==> src/csc_pkg.sv <==
package csc_pkg;

   // --------------------------------------------------------------
   // coprocessor move selector
   // --------------------------------------------------------------
   typedef struct packed {
      logic [2:0] opc1;
      logic [3:0] crn;
      logic [3:0] crm;
      logic [2:0] opc2;
   } csc_sel_s;

   localparam csc_sel_s SEL_GEOM_ID  = '{opc1: 3'h1, crn: 4'h0, crm: 4'h0, opc2: 3'h0};
   localparam csc_sel_s SEL_LEVEL_ID = '{opc1: 3'h1, crn: 4'h0, crm: 4'h0, opc2: 3'h1};
   localparam csc_sel_s SEL_AUX_ID   = '{opc1: 3'h1, crn: 4'h0, crm: 4'h0, opc2: 3'h7};
   localparam csc_sel_s SEL_GEOM_SEL = '{opc1: 3'h2, crn: 4'h0, crm: 4'h0, opc2: 3'h0};
   localparam csc_sel_s SEL_SYS_CTL  = '{opc1: 3'h0, crn: 4'h1, crm: 4'h0, opc2: 3'h0};

   typedef struct packed {
      logic        valid;
      logic        write;
      logic        priv;
      csc_sel_s    sel;
      logic [31:0] wdata;
   } csc_req_s;

   // --------------------------------------------------------------
   // strap inputs, index in the strap vector
   // --------------------------------------------------------------
   localparam int STRAP_N       = 5;
   localparam int STRAP_IENDIAN = 0;
   localparam int STRAP_ISET    = 1;
   localparam int STRAP_EENDIAN = 2;
   localparam int STRAP_NMFIQ   = 3;
   localparam int STRAP_HIVEC   = 4;
   localparam logic [1:0] STRAP_SETTLE = 2'h2;

   // --------------------------------------------------------------
   // cache geometry fields
   // --------------------------------------------------------------
   localparam logic [3:0]  GEOM_CAPS      = 4'hf;
   localparam logic [9:0]  GEOM_WAYS_M1   = 10'h003;
   localparam logic [2:0]  GEOM_LINE_CODE = 3'h1;
   localparam int          GEOM_SETS_PER_KB = 8;
   localparam logic [2:0]  LEVEL_TWO      = 3'h1;
   localparam logic [2:0]  LEVEL_ONE      = 3'h0;

   // --------------------------------------------------------------
   // system control bit positions and fixed values
   // --------------------------------------------------------------
   localparam int SC_IENDIAN = 31;
   localparam int SC_ISET    = 30;
   localparam int SC_NMFIQ   = 27;
   localparam int SC_EENDIAN = 25;
   localparam int SC_VECIRQ  = 24;
   localparam int SC_DIVZ    = 19;
   localparam int SC_BGREG   = 17;
   localparam int SC_REPL    = 14;
   localparam int SC_HIVEC   = 13;
   localparam int SC_ICACHE  = 12;
   localparam int SC_SWAP    = 10;
   localparam int SC_DCACHE  = 2;
   localparam int SC_ALIGN   = 1;
   localparam int SC_MPU     = 0;
   localparam logic [31:0] SC_ONES = 32'h00e5_0878;

   localparam logic [31:0] VEC_LOW_BASE  = 32'h0000_0000;
   localparam logic [31:0] VEC_HIGH_BASE = 32'hffff_0000;
   localparam logic [31:0] VEC_IRQ_OFS   = 32'h0000_0018;

endpackage

==> src/csc_regs.sv <==
`timescale 1ns/1ps
// Function
// - geometry low field gives log2 of words per line minus two
// - geometry reports sets minus one and ways minus one
// - geometry top four capability bits read as one; whole geometry word reads zero for an absent cache
// - geometry value follows configured cache size, sets doubling per step
// - select bit zero chooses instruction (1) or data (0) cache geometry
// - select level field reads zero, writes ignored, upper bits ignored
// - unification and coherency levels one if any cache, shareable field zero
// - outer level fields and unified bit read zero
// - level bits one and zero show data and instruction caches present
// - auxiliary id always reads zero
// - user mode access is undefined; privileged mode only
// - control bit 31 shows instruction endianness from its strap
// - exception set, exception endianness, vector location load straps at reset
// - control bit 27 read-only, follows unmaskable fast interrupt strap
// - bit 24 selects fixed irq vector or external controller address
// - bit 19 traps divide by zero when set
// - bit 14 stored, replacement always random
// - bit 13 places vectors low or high
// - bits 12 and 2 enable caches, zero if cache absent
// - bit 10 enables locked swap instructions, else undefined
// - bit 1 alignment checking, bit 0 protection unit, zero if absent
// - fixed control bits read as one or zero
module csc_regs #(
   parameter int unsigned P_ICACHE_KB = 16,
   parameter int unsigned P_DCACHE_KB = 16,
   parameter bit          P_HAS_MPU   = 1'b1
) (
   input  wire logic              i_ref_clk,
   input  wire logic              i_reset_n,
   input  wire csc_pkg::csc_req_s i_req,
   output logic                   o_req_ready,
   output logic                   o_resp_valid,
   output logic                   o_resp_undef,
   output logic [31:0]            o_rdata,
   input  wire logic              i_instr_endian_strap,
   input  wire logic              i_exc_iset_strap,
   input  wire logic              i_exc_endian_strap,
   input  wire logic              i_unmaskable_fast_irq_strap,
   input  wire logic              i_high_vector_strap,
   output logic                   o_instr_endian,
   output logic                   o_exc_iset,
   output logic                   o_exc_endian,
   output logic                   o_unmaskable_fast_irq,
   output logic                   o_vectored_irq_select,
   output logic                   o_div_zero_trap,
   output logic                   o_bg_region_en,
   output logic                   o_replacement_policy_bit,
   output logic                   o_replace_random,
   output logic                   o_high_vector_base,
   output logic                   o_icache_en,
   output logic                   o_dcache_en,
   output logic                   o_swap_instr_enable,
   output logic                   o_align_check,
   output logic                   o_mpu_en,
   output logic [31:0]            o_vector_base,
   output logic [31:0]            o_irq_vector_addr
);

   // ---------------------------------------------------------------
   // state
   // ---------------------------------------------------------------
   typedef struct packed {
      logic [csc_pkg::STRAP_N-1:0] strap_meta;
      logic [csc_pkg::STRAP_N-1:0] strap_sync;
      logic [1:0]                  settle_cnt;
      logic                        straps_done;
      logic                        sel_instr;
      logic                        exc_iset;
      logic                        exc_endian;
      logic                        vec_irq;
      logic                        div_zero;
      logic                        bg_region;
      logic                        repl;
      logic                        high_vec;
      logic                        icache;
      logic                        swap;
      logic                        dcache;
      logic                        align;
      logic                        mpu;
      logic                        resp_valid;
      logic                        resp_undef;
      logic [31:0]                 rdata;
   } csc_state_s;

   localparam bit HAS_IC  = (P_ICACHE_KB != 0);
   localparam bit HAS_DC  = (P_DCACHE_KB != 0);
   localparam bit HAS_ANY = HAS_IC || HAS_DC;

   csc_state_s q;
   csc_state_s d;
   logic       take;

   // ---------------------------------------------------------------
   // read value builders
   // ---------------------------------------------------------------
   // line code
   function automatic logic [31:0] geom_word(input int unsigned kb);
      logic [14:0] sets_m1;
      sets_m1 = 15'(kb * csc_pkg::GEOM_SETS_PER_KB - 1);
      if (kb == 0) begin
         geom_word = '0;
      end else begin
         geom_word = {csc_pkg::GEOM_CAPS, sets_m1, csc_pkg::GEOM_WAYS_M1, csc_pkg::GEOM_LINE_CODE};
      end
   endfunction

   function automatic logic [31:0] level_word();
      logic [2:0] lvl;
      lvl = HAS_ANY ? csc_pkg::LEVEL_TWO : csc_pkg::LEVEL_ONE;
      level_word = {2'h0, lvl, lvl, 3'h0, 18'h0, 1'b0, HAS_DC, HAS_IC};
   endfunction

   function automatic logic [31:0] sysctl_word(input csc_state_s s);
      logic [31:0] v;
      v = csc_pkg::SC_ONES;
      v[csc_pkg::SC_IENDIAN] = s.strap_sync[csc_pkg::STRAP_IENDIAN];
      v[csc_pkg::SC_ISET]    = s.exc_iset;
      v[csc_pkg::SC_NMFIQ]   = s.strap_sync[csc_pkg::STRAP_NMFIQ];
      v[csc_pkg::SC_EENDIAN] = s.exc_endian;
      v[csc_pkg::SC_VECIRQ]  = s.vec_irq;
      v[csc_pkg::SC_DIVZ]    = s.div_zero;
      v[csc_pkg::SC_BGREG]   = s.bg_region;
      v[csc_pkg::SC_REPL]    = s.repl;
      v[csc_pkg::SC_HIVEC]   = s.high_vec;
      v[csc_pkg::SC_ICACHE]  = s.icache;
      v[csc_pkg::SC_SWAP]    = s.swap;
      v[csc_pkg::SC_DCACHE]  = s.dcache;
      v[csc_pkg::SC_ALIGN]   = s.align;
      v[csc_pkg::SC_MPU]     = s.mpu;
      sysctl_word = v;
   endfunction

   // ---------------------------------------------------------------
   // next state
   // ---------------------------------------------------------------
   assign o_req_ready = q.straps_done;
   assign take        = i_req.valid && q.straps_done;

   always_comb begin
      d            = q;
      d.strap_meta = {i_high_vector_strap, i_unmaskable_fast_irq_strap, i_exc_endian_strap,
                      i_exc_iset_strap, i_instr_endian_strap};
      d.strap_sync = q.strap_meta;
      d.resp_valid = take;
      d.resp_undef = 1'b0;
      if (q.settle_cnt != csc_pkg::STRAP_SETTLE) begin
         d.settle_cnt = q.settle_cnt + 2'h1;
      end
      // strap load
      // waits for the synchroniser to fill so no metastable value is latched
      if (q.settle_cnt == csc_pkg::STRAP_SETTLE && !q.straps_done) begin
         d.straps_done = 1'b1;
         d.exc_iset    = q.strap_sync[csc_pkg::STRAP_ISET];
         d.exc_endian  = q.strap_sync[csc_pkg::STRAP_EENDIAN];
         d.high_vec    = q.strap_sync[csc_pkg::STRAP_HIVEC];
      end
      if (take) begin
         d.rdata = '0;
         if (!i_req.priv) begin
            d.resp_undef = 1'b1;
         end else begin
            unique case (i_req.sel)
               csc_pkg::SEL_GEOM_ID: begin
                  if (!i_req.write) begin
                     d.rdata = q.sel_instr ? geom_word(P_ICACHE_KB) : geom_word(P_DCACHE_KB);
                  end
               end
               csc_pkg::SEL_LEVEL_ID: begin
                  if (!i_req.write) begin
                     d.rdata = level_word();
                  end
               end
               csc_pkg::SEL_AUX_ID: begin
                  d.rdata = '0;
               end
               csc_pkg::SEL_GEOM_SEL: begin
                  if (i_req.write) begin
                     d.sel_instr = i_req.wdata[0];
                  end else begin
                     d.rdata = {31'h0, q.sel_instr};
                  end
               end
               csc_pkg::SEL_SYS_CTL: begin
                  if (i_req.write) begin
                     d.exc_iset   = i_req.wdata[csc_pkg::SC_ISET];
                     d.exc_endian = i_req.wdata[csc_pkg::SC_EENDIAN];
                     d.vec_irq    = i_req.wdata[csc_pkg::SC_VECIRQ];
                     d.div_zero   = i_req.wdata[csc_pkg::SC_DIVZ];
                     d.bg_region  = i_req.wdata[csc_pkg::SC_BGREG];
                     d.repl       = i_req.wdata[csc_pkg::SC_REPL];
                     d.high_vec   = i_req.wdata[csc_pkg::SC_HIVEC];
                     d.icache     = HAS_IC && i_req.wdata[csc_pkg::SC_ICACHE];
                     d.dcache     = HAS_DC && i_req.wdata[csc_pkg::SC_DCACHE];
                     d.swap       = i_req.wdata[csc_pkg::SC_SWAP];
                     d.align      = i_req.wdata[csc_pkg::SC_ALIGN];
                     d.mpu        = P_HAS_MPU && i_req.wdata[csc_pkg::SC_MPU];
                  end else begin
                     d.rdata = sysctl_word(q);
                  end
               end
               default: begin
                  // selectors outside this group are not ours to answer
                  d.resp_undef = 1'b1;
               end
            endcase
         end
      end
   end

   always_ff @(posedge i_ref_clk or negedge i_reset_n) begin
      if (!i_reset_n) begin
         q <= '0;
      end else begin
         q <= d;
      end
   end

   // ---------------------------------------------------------------
   // outputs
   // ---------------------------------------------------------------
   assign o_resp_valid             = q.resp_valid;
   assign o_resp_undef             = q.resp_undef;
   assign o_rdata                  = q.rdata;
   assign o_instr_endian           = q.strap_sync[csc_pkg::STRAP_IENDIAN];
   assign o_unmaskable_fast_irq    = q.strap_sync[csc_pkg::STRAP_NMFIQ];
   assign o_exc_iset               = q.exc_iset;
   assign o_exc_endian             = q.exc_endian;
   assign o_vectored_irq_select    = q.vec_irq;
   assign o_div_zero_trap          = q.div_zero;
   assign o_bg_region_en           = q.bg_region;
   assign o_replacement_policy_bit = q.repl;
   assign o_replace_random         = 1'b1;
   assign o_high_vector_base       = q.high_vec;
   assign o_icache_en              = q.icache;
   assign o_dcache_en              = q.dcache;
   assign o_swap_instr_enable      = q.swap;
   assign o_align_check            = q.align;
   assign o_mpu_en                 = q.mpu;
   assign o_vector_base            = q.high_vec ? csc_pkg::VEC_HIGH_BASE : csc_pkg::VEC_LOW_BASE;
   assign o_irq_vector_addr        = o_vector_base | csc_pkg::VEC_IRQ_OFS;

   logic rd_ok;
   assign rd_ok = take && i_req.priv && !i_req.write;
   logic wr_ctl;
   logic wr_id;
   assign wr_ctl = take && i_req.priv && i_req.write && i_req.sel == csc_pkg::SEL_SYS_CTL;
   assign wr_id  = take && i_req.priv && i_req.write && (i_req.sel == csc_pkg::SEL_GEOM_ID ||
                   i_req.sel == csc_pkg::SEL_LEVEL_ID || i_req.sel == csc_pkg::SEL_AUX_ID);
endmodule

==> config.mk <==
export PLATFORM = sky130hd
export DESIGN_NAME = csc_regs
export DESIGN_NICKNAME = d
export VERILOG_FILES = /design/src/csc_pkg.sv /design/src/csc_regs.sv
export SDC_FILE = /design/constraint.sdc
export NUM_CORES = 1
export LEC_CHECK = 0
export ABC_AREA = 1
export ABC_CLOCK_PERIOD_IN_PS = 3800
export BUFFER_PORTS_ARGS = -buffer_cell sky130_fd_sc_hd__buf_2
export CAP_MARGIN = 30
export CORE_ASPECT_RATIO = 0.75
export CORE_MARGIN = 4
export CORE_UTILIZATION = 48
export CTS_BUF_LIST = sky130_fd_sc_hd__clkbuf_8
export CTS_CLUSTER_DIAMETER = 50
export DETAILED_ROUTE_END_ITERATION = 16
export MAX_ROUTING_LAYER = met4
export PLACE_DENSITY = 0.92
export SYNTH_ARGS = -nofsm -noshare
export SYNTH_HDL_FRONTEND = slang
export SYNTH_SLANG_ARGS = --single-unit
==> constraint.sdc <==
create_clock -name i_ref_clk -period 3.8 [get_ports i_ref_clk]
set_input_delay 0.19 -clock i_ref_clk [delete_from_list [all_inputs] [get_ports i_ref_clk]]
set_output_delay 0.19 -clock i_ref_clk [all_outputs]
set_load 0.005 [all_outputs]
Word-level counts from Yosys, hierarchy flattened
Index checks and enable logic that the tools add are counted.
{ "word_totals": {"reg_bits": 60, "latch_bits": 0, "ram_bits": 0, "mem_bits_ro": 0, "word_cells": 50, "mem_count": 0} }
{ "classes": {"addsub": 1, "mul": 0, "div": 0, "order_cmp": 0, "eq_ne": 7, "n_shift": 0, "n_mux": 16, "bitwise_logic": 0, "reduce_logical": 6} }
{ "op_table": {"columns": ["op", "count"], "rows": [
  ["$mux 32", 4],
  ["$pmux 32 s4", 1],
  ["$mux 12", 4],
  ["$eq 14x12->1 const B", 3],
  ["$mux 33", 1],
  ["$mux 28", 1],
  ["$eq 14x13->1 const B", 1],
  ["$eq 14x8->1 const B", 1],
  ["$reduce_and 4->1", 2],
  ["$reduce_or 5->1", 1],
  ["$mux 1", 4],
  ["$add 2x1->2 const B", 1],
  ["$eq 2x2->1 const B", 1],
  ["$logic_and 1x1->1", 2],
  ["$mux 2", 1],
  ["$ne 2x2->1 const B", 1],
  ["$logic_not 1->1", 1]
]} }

Longest topological paths before layout
Gate-level depths: netlist (run 1).
{ "depth": {"ltp_word": 7, "ltp_mapped": 10, "depth_no_buf": 10} }

Worst setup path before layout (run 1)
OpenSTA, ideal clock, no wires.
{ "synth_path": {"path_type": "reg2reg", "startpoint": "register q (netlist bit o_req_ready)", "endpoint": "register q (netlist bit o_mpu_en)", "arrival_ns": 1.169, "required_time_ns": 3.683, "setup_slack_ns": 2.513, "stages_incl_launch_ff": 9, "path_buffers": 1, "period_less_slack_ns": 1.287, "cell_sequence": "dfrtp_1 > nand2_2 > clkinv_2 > nand2_2 > nor2_2 > nand3_2 > buf_4 > nand2_1 > o21ai_2"} }
{ "synth_rtl": {"columns": ["item", "line_no", "source"], "rows": [
  ["start: declaration", "csc_regs.sv:91", "csc_state_s q;"],
  ["start signal: assignment", "csc_regs.sv:214", "q <= '0;"],
  ["start signal: assignment", "csc_regs.sv:216", "q <= d;"]
]} }

==> qor.yml, run 1 <==
status: "finished, final reports clean"
num_rows: 23
grt_pass1_vias: 1790
clock_latency_ps: 300
final_cells: 458
drive_gt1_frac: 0.350
critPathLaunchType: "flip-flop"
min_period_over_period: 0.482
crit_chain: "nand2_2 > clkinv_2 > nand2_2 > nor2_2 > nand3_2 > nor2_1 > a31oi_1"
clock-sinks: 45
finalHoldViolations: 0
io_pins: 170
rsz0062_at_grt: "no"
ir_worst_vdd_mv: 0.162
cp-end-kind: "flip-flop"
critPathRequiredTime_ps: 3960
core_area_um2: 5350
setup.worst_path.class: "reg2reg"
dpl_cell_area_um2: 2690
grt_max_degree: 46
post-route-cell-area_um2: 2890
period_minus_slack_ps: 1830
synthCells: 323
synthMuxAreaShare: 0
synthDistinctLibCells: 24
cts-resized-gates: 0
synth-adder-area-share: 0.00469
antenna_left: 0
p_per_area_nw_per_um2: 332
avgSynthCellArea_um2: 8.26
timing.critical_path.buf_inv: 1
hold_path_class: "in2reg"
setup-tns-final_ps: 0
postCtsSetupRepairBufs: 0
numCtsBuffers: 5
fp.dieH_um: 72.6
postCtsHoldBufs: 5
dp_cells: 443
wl_um: 5270
r2r_setup_slack_ps: 1970
slowest_stage: "nand3_2"
final_cell_mix: "111 x buf_2, 89 x nand2_1, 45 x dfrtp_1"
whs_ps: 89.4
yosys.area_share.simple: 0.215
dieArea_um2: 6830
max_freq_mhz: 546
vias: 1887
cap_violations: 0
final_common_cell: "buf_2"
tightest_slew_ps: 727
antenna_found_initial: 0
p_leak_nw: 1.77
synth_compound_area_frac: 0.0310
cts_tree: "built"
largest_reg_flops: 17
synth_top_family_by_area: "buffers and inverters"
grt_overflow_total: 0
drt_first_pass_iters: 4
grt_pass1_wl_um: 8250
ys_seq_area_frac: 0.422
final_max_slew_viol_count: 0
worstPathMaxFanout: 24
reg2reg_depth: 7
gp_congestion: 0.785
slew_headroom: 0.515
ys_seq_elements: 45
cp_top_family: "simple AND/OR/NAND/NOR gates"
drt_iter0_drc: 47
slowest_delay_ps: 400
utilization: 0.539
cp_num_cells: 7
nets: 439
initial_utilization: 0.498
skew_ps: 7.68
wire_per_inst_um: 11.5
syn_to_final_growth_pct: 8.21
routed_via_density: 4.12
arrival_ps: 1990
ys.warnings.count: 0
gr-usage-all-layers: 0.160
min_delay_path_depth: 2
synthXorXnorAreaFrac: 0.00328
die_w_um: 94.1
root_buffer: "clkbuf_8"
htree_num_levels: 2
cp_common_cell: "nand2_2"
hpwlAfterDp_um: 4040
clkSlewWorstSetupHoldPaths_ps: 80
antenna_cells: 0
io_buffer_count: 111
clock_path_buffers: 2
drc: 0
finalSetupViolCount: 0
netlist_area_um2: 2670
## metal layers
layer / vias up / wire length (µm) / part of all wire / global-route usage
met2: 64 / 2730 / 0.52 / 0.287
li1: 963 / - / - / -
met5: - / 0 / 0 / -
met1: 855 / 2150 / 0.41 / 0.173
met3: 5 / 346 / 0.066 / 0.0415
met4: 0 / 46 / 0.0087 / 0.0481
## cell usage after synthesis
master | n | area (µm²)
nor3_1 | 1 | 5.00
nand2_1 | 89 | 334
dfrtp_1 | 45 | 1130
nand2_2 | 3 | 18.8
o21ai_2 | 1 | 8.76
o21ai_0 | 2 | 10.0
xnor2_1 | 1 | 8.76
buf_4 | 98 | 736
ha_1 | 1 | 12.5
nand3_2 | 2 | 20.0
inv_1 | 22 | 82.6
clkinv_2 | 1 | 5.00
inv_2 | 1 | 3.75
nor2_1 | 16 | 60.1
clkbuf_1 | 2 | 7.51
nor2_2 | 3 | 18.8
nor2_4 | 3 | 33.8
a21oi_1 | 1 | 5.00
conb_1 | 2 | 7.51
a31oi_1 | 3 | 18.8
nand4_1 | 2 | 12.5
nand3_1 | 14 | 70.1
o21ai_1 | 8 | 40.0
buf_6 | 2 | 22.5
## layout make-up
type / instances / area (µm²)
repair buffers: 118 / 636
inverters: 24 / 91.3
flip-flops and latches: 45 / 1130
clock inverters: 2 / 37.5
clock buffers: 6 / 82.6
well taps: 75 / 93.8
fillers: 541 / 2470
multi-input cells: 188 / 820
## through the flow
step / total power [mW] / setup slack, ps
after detailed placement: 0.586 / 1930
after global routing: 1.00 / 1730
final: 0.958 / 1970
after floorplan: 0.583 / 2510
after CTS: 0.965 / 1910
after global placement: 0.582 / 2050
## path summary, 6_finish.rpt
check | startpoint | endpoint
max | o_req_ready | o_exc_iset
max in group asynchronous | i_reset_n | o_swap_instr_enable
max reg2reg | o_req_ready | o_exc_iset
min reg2reg | d[52] | q[52]
min in group asynchronous | i_reset_n | o_rdata[19]
min | i_req[46] | o_resp_undef
## logic make-up (layout without fill, tap and decap cells)
logic type	count (synthesis)	after routing
flip-flops	45	45
buffers and inverters	126	150
adder cells (fa/ha/maj)	1	1
AND/OR/NAND/NOR	133	133
XOR/XNOR	1	1
other	2	38
AO/OA/AOI/OAI	15	15
## power breakdown
group | switching, mW | total, mW | leakage [nW] | internal [mW]
clock | 0.161 | 0.375 | 0.0574 | 0.214
sequential | 0.00685 | 0.493 | 0.578 | 0.486
combinational | 0.0512 | 0.0893 | 1.13 | 0.0381
Power figures use the tool's default switching activity.
==> inputs of run 2 (changes only) <==
- ABC_AREA: 1 -> 0
- ABC_CLOCK_PERIOD_IN_PS: 3800 -> 1900
- CORE_UTILIZATION: 48 -> 44
- PLACE_DENSITY: 0.92 -> 0.86
- clock period: 3.8 -> 1.9 ns (I/O delays scaled with it)
==> run 2 against run 1 <==
First-iteration DRC count grew 55%. Maximum frequency grew 11%. Die area grew 6.3%. Register-to-register slack lost 1700 ps. Critical endpoint is now o_align_check. Highest routed layer unchanged.
==> qor.yml, run 2 <==
status: "finished, final reports clean"
io_pins: 170  # unchanged
ir_worst_vdd_mv: 0.585  # +260%
final_cell_mix: "111 x buf_2, 45 x dfrtp_1, 38 x conb_1"
antenna_cells: 0  # unchanged
postCtsHoldBufs: 6  # +1
cts-resized-gates: 0  # unchanged
yosys.area.top_type_share: 0.430  # +0.00807
ys_seq_area_frac: 0.430  # +0.00807
num_rows: 24  # +4.3%
skew_ps: 3.72  # -3.97 ps
cap_violations: 0  # unchanged
rsz0062_at_grt: "no"
cp-end-kind: "flip-flop"
drive_gt1_frac: 0.463  # +0.113
final_max_slew_viol_count: 0  # unchanged
seqCellArea_um2: 1130  # unchanged
grt_max_degree: 34  # -26%
clock-sinks: 45  # unchanged
drc: 0  # unchanged
root_buffer: "clkbuf_8"
max_freq_mhz: 605  # +11%
hpwlAfterDp_um: 4150  # +2.7%
synth_area_leaders: "dfrtp_1 43%, buf_4 28%, mux2_2 6.0%"
wire_per_inst_um: 13.0  # +13%
fill_cells: 525  # -3.0%
final_common_cell: "buf_2"
fp.dieH_um: 74.8  # +3.1%
synth-edff-count: 0  # unchanged
grt_pass1_vias: 1528  # -15%
finalSetupViolCount: 0  # unchanged
largest_reg_flops: 17  # unchanged
synth_ff_type: "dfrtp_1"
postCtsSetupRepairBufs: 0  # unchanged
die_w_um: 97.1  # +3.2%
multiInputGateArea_um2: 816  # -0.46%
period_minus_slack_ps: 1650  # -179 ps
ys_seq_elements: 45  # unchanged
synthCells: 247  # -24%
p_per_area_nw_per_um2: 652  # +97%
grt_overflow_total: 0  # unchanged
critPathLaunchType: "flip-flop"
r2r_setup_slack_ps: 250  # -1720 ps
hold_path_class: "in2reg"
yosysMostFrequentCell: "buf_4"
gp_congestion: 0.863  # +9.9%
grt_pass1_wl_um: 7420  # -10%
htree_num_levels: 2  # unchanged
nets: 369  # -16%
dieArea_um2: 7260  # +6.3%
utilization: 0.500  # -0.0395
p_leak_nw: 1.60  # -9.4%
antenna_found_initial: 0  # unchanged
setup-tns-final_ps: 0  # unchanged
worstPathMaxFanout: 12  # -50%
wl_um: 5100  # -3.3%
antenna_left: 0  # unchanged
syn_to_final_growth_pct: 10.7
netlist_area_um2: 2620  # -1.9%
cts_tree: "built"
ys.warnings.count: 0  # unchanged
tightest_slew_ps: 628  # -99.5 ps
gr-usage-all-layers: 0.135  # -0.0244
avgSynthCellArea_um2: 10.6  # +28%
synth_area_leader_cell: "dfrtp_1"
drt_iter0_drc: 73  # +55%
routed_via_density: 4.49  # +8.9%
io_buffer_count: 111  # unchanged
final_cells: 391  # -15%
drt_first_pass_iters: 4  # unchanged
critPathRequiredTime_ps: 2080  # -1880 ps
clock_latency_ps: 290  # about the same
dp_cells: 377  # -15%
async_flop_share: 1.00  # unchanged
vias: 1755  # -7.0%
clkSlewWorstSetupHoldPaths_ps: 80  # about the same
setup.worst_path.class: "reg2reg"
synthDistinctLibCells: 33  # +38%
arrival_ps: 1830  # -160 ps
initial_utilization: 0.452  # -0.0467
clock_path_buffers: 2  # unchanged
slew_headroom: 0.581  # +0.0653
finalHoldViolations: 0  # unchanged
min_period_over_period: 0.870  # +0.388
core_area_um2: 5800  # +8.3%
numCtsBuffers: 5  # unchanged
synth_commonest_cells: "97 x buf_4, 45 x dfrtp_1, 14 x a22o_1, 14 x inv_1, 14 x mux2_2"
## run 2: changes by cell type after synthesis, moves of 8 or more
cell,delta
o21ai_1,-8
mux2_2,+14
inv_1,-8
o32ai_1,+9
nand2_1,-79
nor2_1,-14
nand3_1,-10
a22o_1,+14
## run 2: worst paths after layout
path                       cells past startpoint                        to   startpoint
setup / recovery                               5             o_align_check  o_req_ready
hold / removal                                 2  o_replacement_policy_bit    i_req[14]
setup reg to reg                               5             o_align_check  o_req_ready
hold reg to reg                                0                     q[54]        d[54]
max in group asynchronous                      3                     q[49]    i_reset_n
min in group asynchronous                      2  o_replacement_policy_bit    i_reset_n
## run 2: cell type report
type / count / share of cell area
inverters: 14 / 0.0181
multi-input cells: 121 / 0.282
well taps: 78 / 0.0337
repair buffers: 125 / 0.238
clock inverters: 2 / 0.0117
flip-flops and latches: 45 / 0.389
clock buffers: 6 / 0.0285
## run 2: cells by family (layout without fill, tap and decap cells)
logic type | after synthesis | in the layout | synth area share
buffers and inverters | 117 | 147 | 0.310
DFF | 45 | 45 | 0.430
AOI/OAI and AO/OA | 35 | 35 | 0.109
and+or+nand+nor | 31 | 31 | 0.0770
muxes | 14 | 14 | 0.0602
other | 2 | 38 | 0.00287
xor gates and xnor gates | 2 | 2 | 0.00669
adders and majority gates | 1 | 1 | 0.00478
## run 2: worst max-delay path, cell delays in order (launching register included)
cell and delay (ps):
dfrtp_1 350, and3_1 230, nand3_4 110, nor4b_4 330, buf_12 180, mux2_2 340
## run 2: per-stage QoR
step	hold slack [ps]	setup WS (ps)	total power, mW	cell area, µm²
6_report	29.0	246	1.89	2900
5_1_grt	9.09	175	1.99	2900
4_1_cts	18.8	238	1.92	2900
3_5_place_dp	-2.69	157	1.18	2720
3_3_place_gp	-3.91	193	1.17	2720
2_1_floorplan	-201	228	1.17	2750
## run 2: where the power goes
part,total (mW),switching [mW],internal [mW]
sequential,0.979,0.00608,0.973
clock,0.723,0.300,0.423
combinational,0.188,0.109,0.0794
## run 2: routing by layer
metal / track usage / part of all wire / vias to the layer above
met2: 0.209 / 0.48 / 100
met4: 0.0374 / 0.0075 / 0
met3: 0.0454 / 0.10 / 5
met1: 0.171 / 0.42 / 816
li1: - / - / 834
met5: - / 0 / -
==> inputs of run 3 (changes only) <==
- ABC_AREA: 0 -> 1
==> run 3 against run 2 <==
Core utilization fell by 0.58 points. Clock power increased by 2.9%. Via count up 9.3%. Die area is 1.7% higher. Total power rose by 1.0%. Clock skew rose by 6.6 ps. Critical endpoint is now o_exc_iset. Largest cell class unchanged. Highest routed layer unchanged.
==> qor.yml, run 3 (same netlist as run 1, synthesis figures left out) <==
io_pins: 170  # unchanged
drt_first_pass_iters: 4  # unchanged
critPathRequiredTime_ps: 2050  # -30 ps
drive_gt1_frac: 0.353  # -0.110
die_w_um: 97.9  # +0.88%
root_buffer: "clkbuf_8"
period_minus_slack_ps: 1570  # -78.9 ps
tightest_slew_ps: 529  # -98.3 ps
reg2reg_depth: 7  # +2
finalPower_mw: 1.91  # +1.0%
r2r_end: "o_exc_iset"
hold_path_class: "in2reg"
grt_pass1_vias: 1735  # +14%
worstPathMaxFanout: 24  # +12
finalHoldViolations: 0  # unchanged
hold_start: "i_req[46]"
clock_path_buffers: 2  # unchanged
reg2reg_from: "o_req_ready"
syn_to_final_growth_pct: 8.44
worst_hold_path.endpoint: "o_resp_undef"
wire_per_inst_um: 11.5  # -11%
vias: 1918  # +9.3%
clock_latency_ps: 290  # about the same
initial_utilization: 0.456  # +0.00391
htree_num_levels: 2  # unchanged
cap_violations: 0  # unchanged
max_freq_mhz: 635  # +5.0%
post-route-cell-area_um2: 2890  # -0.13%
largest_reg_flops: 17  # unchanged
final_cell_mix: "111 x buf_2, 89 x nand2_1, 45 x dfrtp_1"
fp.dieH_um: 75.4  # +0.85%
grt_overflow_total: 0  # unchanged
setup-tns-final_ps: 0  # unchanged
antenna_left: 0  # unchanged
utilization: 0.494  # -0.00577
cts_tree: "built"
final_common_cell: "buf_2"
hpwlAfterDp_um: 4200  # +1.1%
drt_iter0_drc: 61  # -16%
clock-sinks: 45  # unchanged
min_period_over_period: 0.829  # -0.0415
postCtsHoldBufs: 6  # unchanged
rsz0062_at_grt: "no"
status: "finished, final reports clean"
ir_worst_vdd_mv: 0.472  # -19%
grt_pass1_wl_um: 8110  # +9.3%
p_leak_nw: 1.77  # +11%
dieArea_um2: 7390  # +1.7%
gp_congestion: 0.786  # -8.9%
nets: 441  # +20%
core_area_um2: 5860  # +1.0%
skew_ps: 10.3  # +6.59 ps
io_buffer_count: 111  # unchanged
cts-resized-gates: 0  # unchanged
dpl_cell_area_um2: 2710  # -0.28%
min_delay_path_depth: 2  # unchanged
whs_ps: 22.4  # -6.61 ps
drc: 0  # unchanged
final_max_slew_viol_count: 0  # unchanged
arrival_ps: 1720  # -110 ps
cp-end-kind: "flip-flop"
critPathLaunchType: "flip-flop"
antenna_cells: 0  # unchanged
routed_via_density: 4.14  # -7.7%
r2r_setup_slack_ps: 330  # +80 ps
grt_max_degree: 34  # unchanged
p_per_area_nw_per_um2: 660  # +1.1%
slew_headroom: 0.647  # +0.0666
setup.worst_path.class: "reg2reg"
antenna_found_initial: 0  # unchanged
clkSlewWorstSetupHoldPaths_ps: 80  # about the same
finalSetupViolCount: 0  # unchanged
wl_um: 5350  # +4.9%
numCtsBuffers: 5  # unchanged
postCtsSetupRepairBufs: 0  # unchanged
num_rows: 24  # unchanged
gr-usage-all-layers: 0.141  # +0.00622
-- run 3: cell types whose count changed in the layout (fill, tap and decap cells not counted), moves of 4 or more --
cell     change
nor2_1      +14
mux2_2      -14
nand3_1     +10
a22o_1      -14
inv_1        +7
buf_4        -4
o21ai_1      +8
nand2_1     +79
o32ai_1      -9
-- run 3: how the worst max path moves through the flow --
stage,startpoint,depth (start not counted),to
2_1_floorplan,o_req_ready,8,o_mpu_en
3_3_place_gp,o_req_ready,7,o_high_vector_base
3_5_place_dp,o_req_ready,7,o_exc_iset
4_1_cts,o_req_ready,7,o_exc_iset
5_1_grt,o_req_ready,7,o_exc_iset
6_report,o_req_ready,7,o_exc_iset
-- run 3: cell type report --
type,count,area [µm²]
Tap cell,78,97.6
Clock inverter,2,37.5
Clock buffer,6,82.6
Sequential cell,45,1130
Multi-Input combinational cell,188,820
Inverter,24,91.3
Fill cell,584,2960
Timing Repair Buffer,120,638
-- run 3: layer usage --
metal / track usage / vias to the layer above / share of wire
met5: - / - / 0
met4: 0.0184 / 0 / 0.0019
met3: 0.0366 / 2 / 0.069
met2: 0.248 / 67 / 0.51
met1: 0.172 / 878 / 0.42
li1: - / 971 / -
-- run 3: power breakdown --
part,switching (mW),leakage [nW],internal (mW)
Clock,0.316,0.0574,0.428
Combinational,0.110,1.14,0.0756
Sequential,0.00673,0.578,0.973
-- run 3: critical path, cell delays in order (launching register included) --
cell and delay [ps]:
dfrtp_1 380, nand2_2 90, clkinv_2 60, nand2_2 70, nor2_2 120, nand3_2 390, nor2_1 250, a31oi_1 70
-- run 3: through the flow --
stage | cells | setup slack, ps
floorplan | 359 | 613
CTS | 463 | 301
global placement | 449 | 395
finish | 463 | 325
detailed placement | 449 | 316
global route | 463 | 158
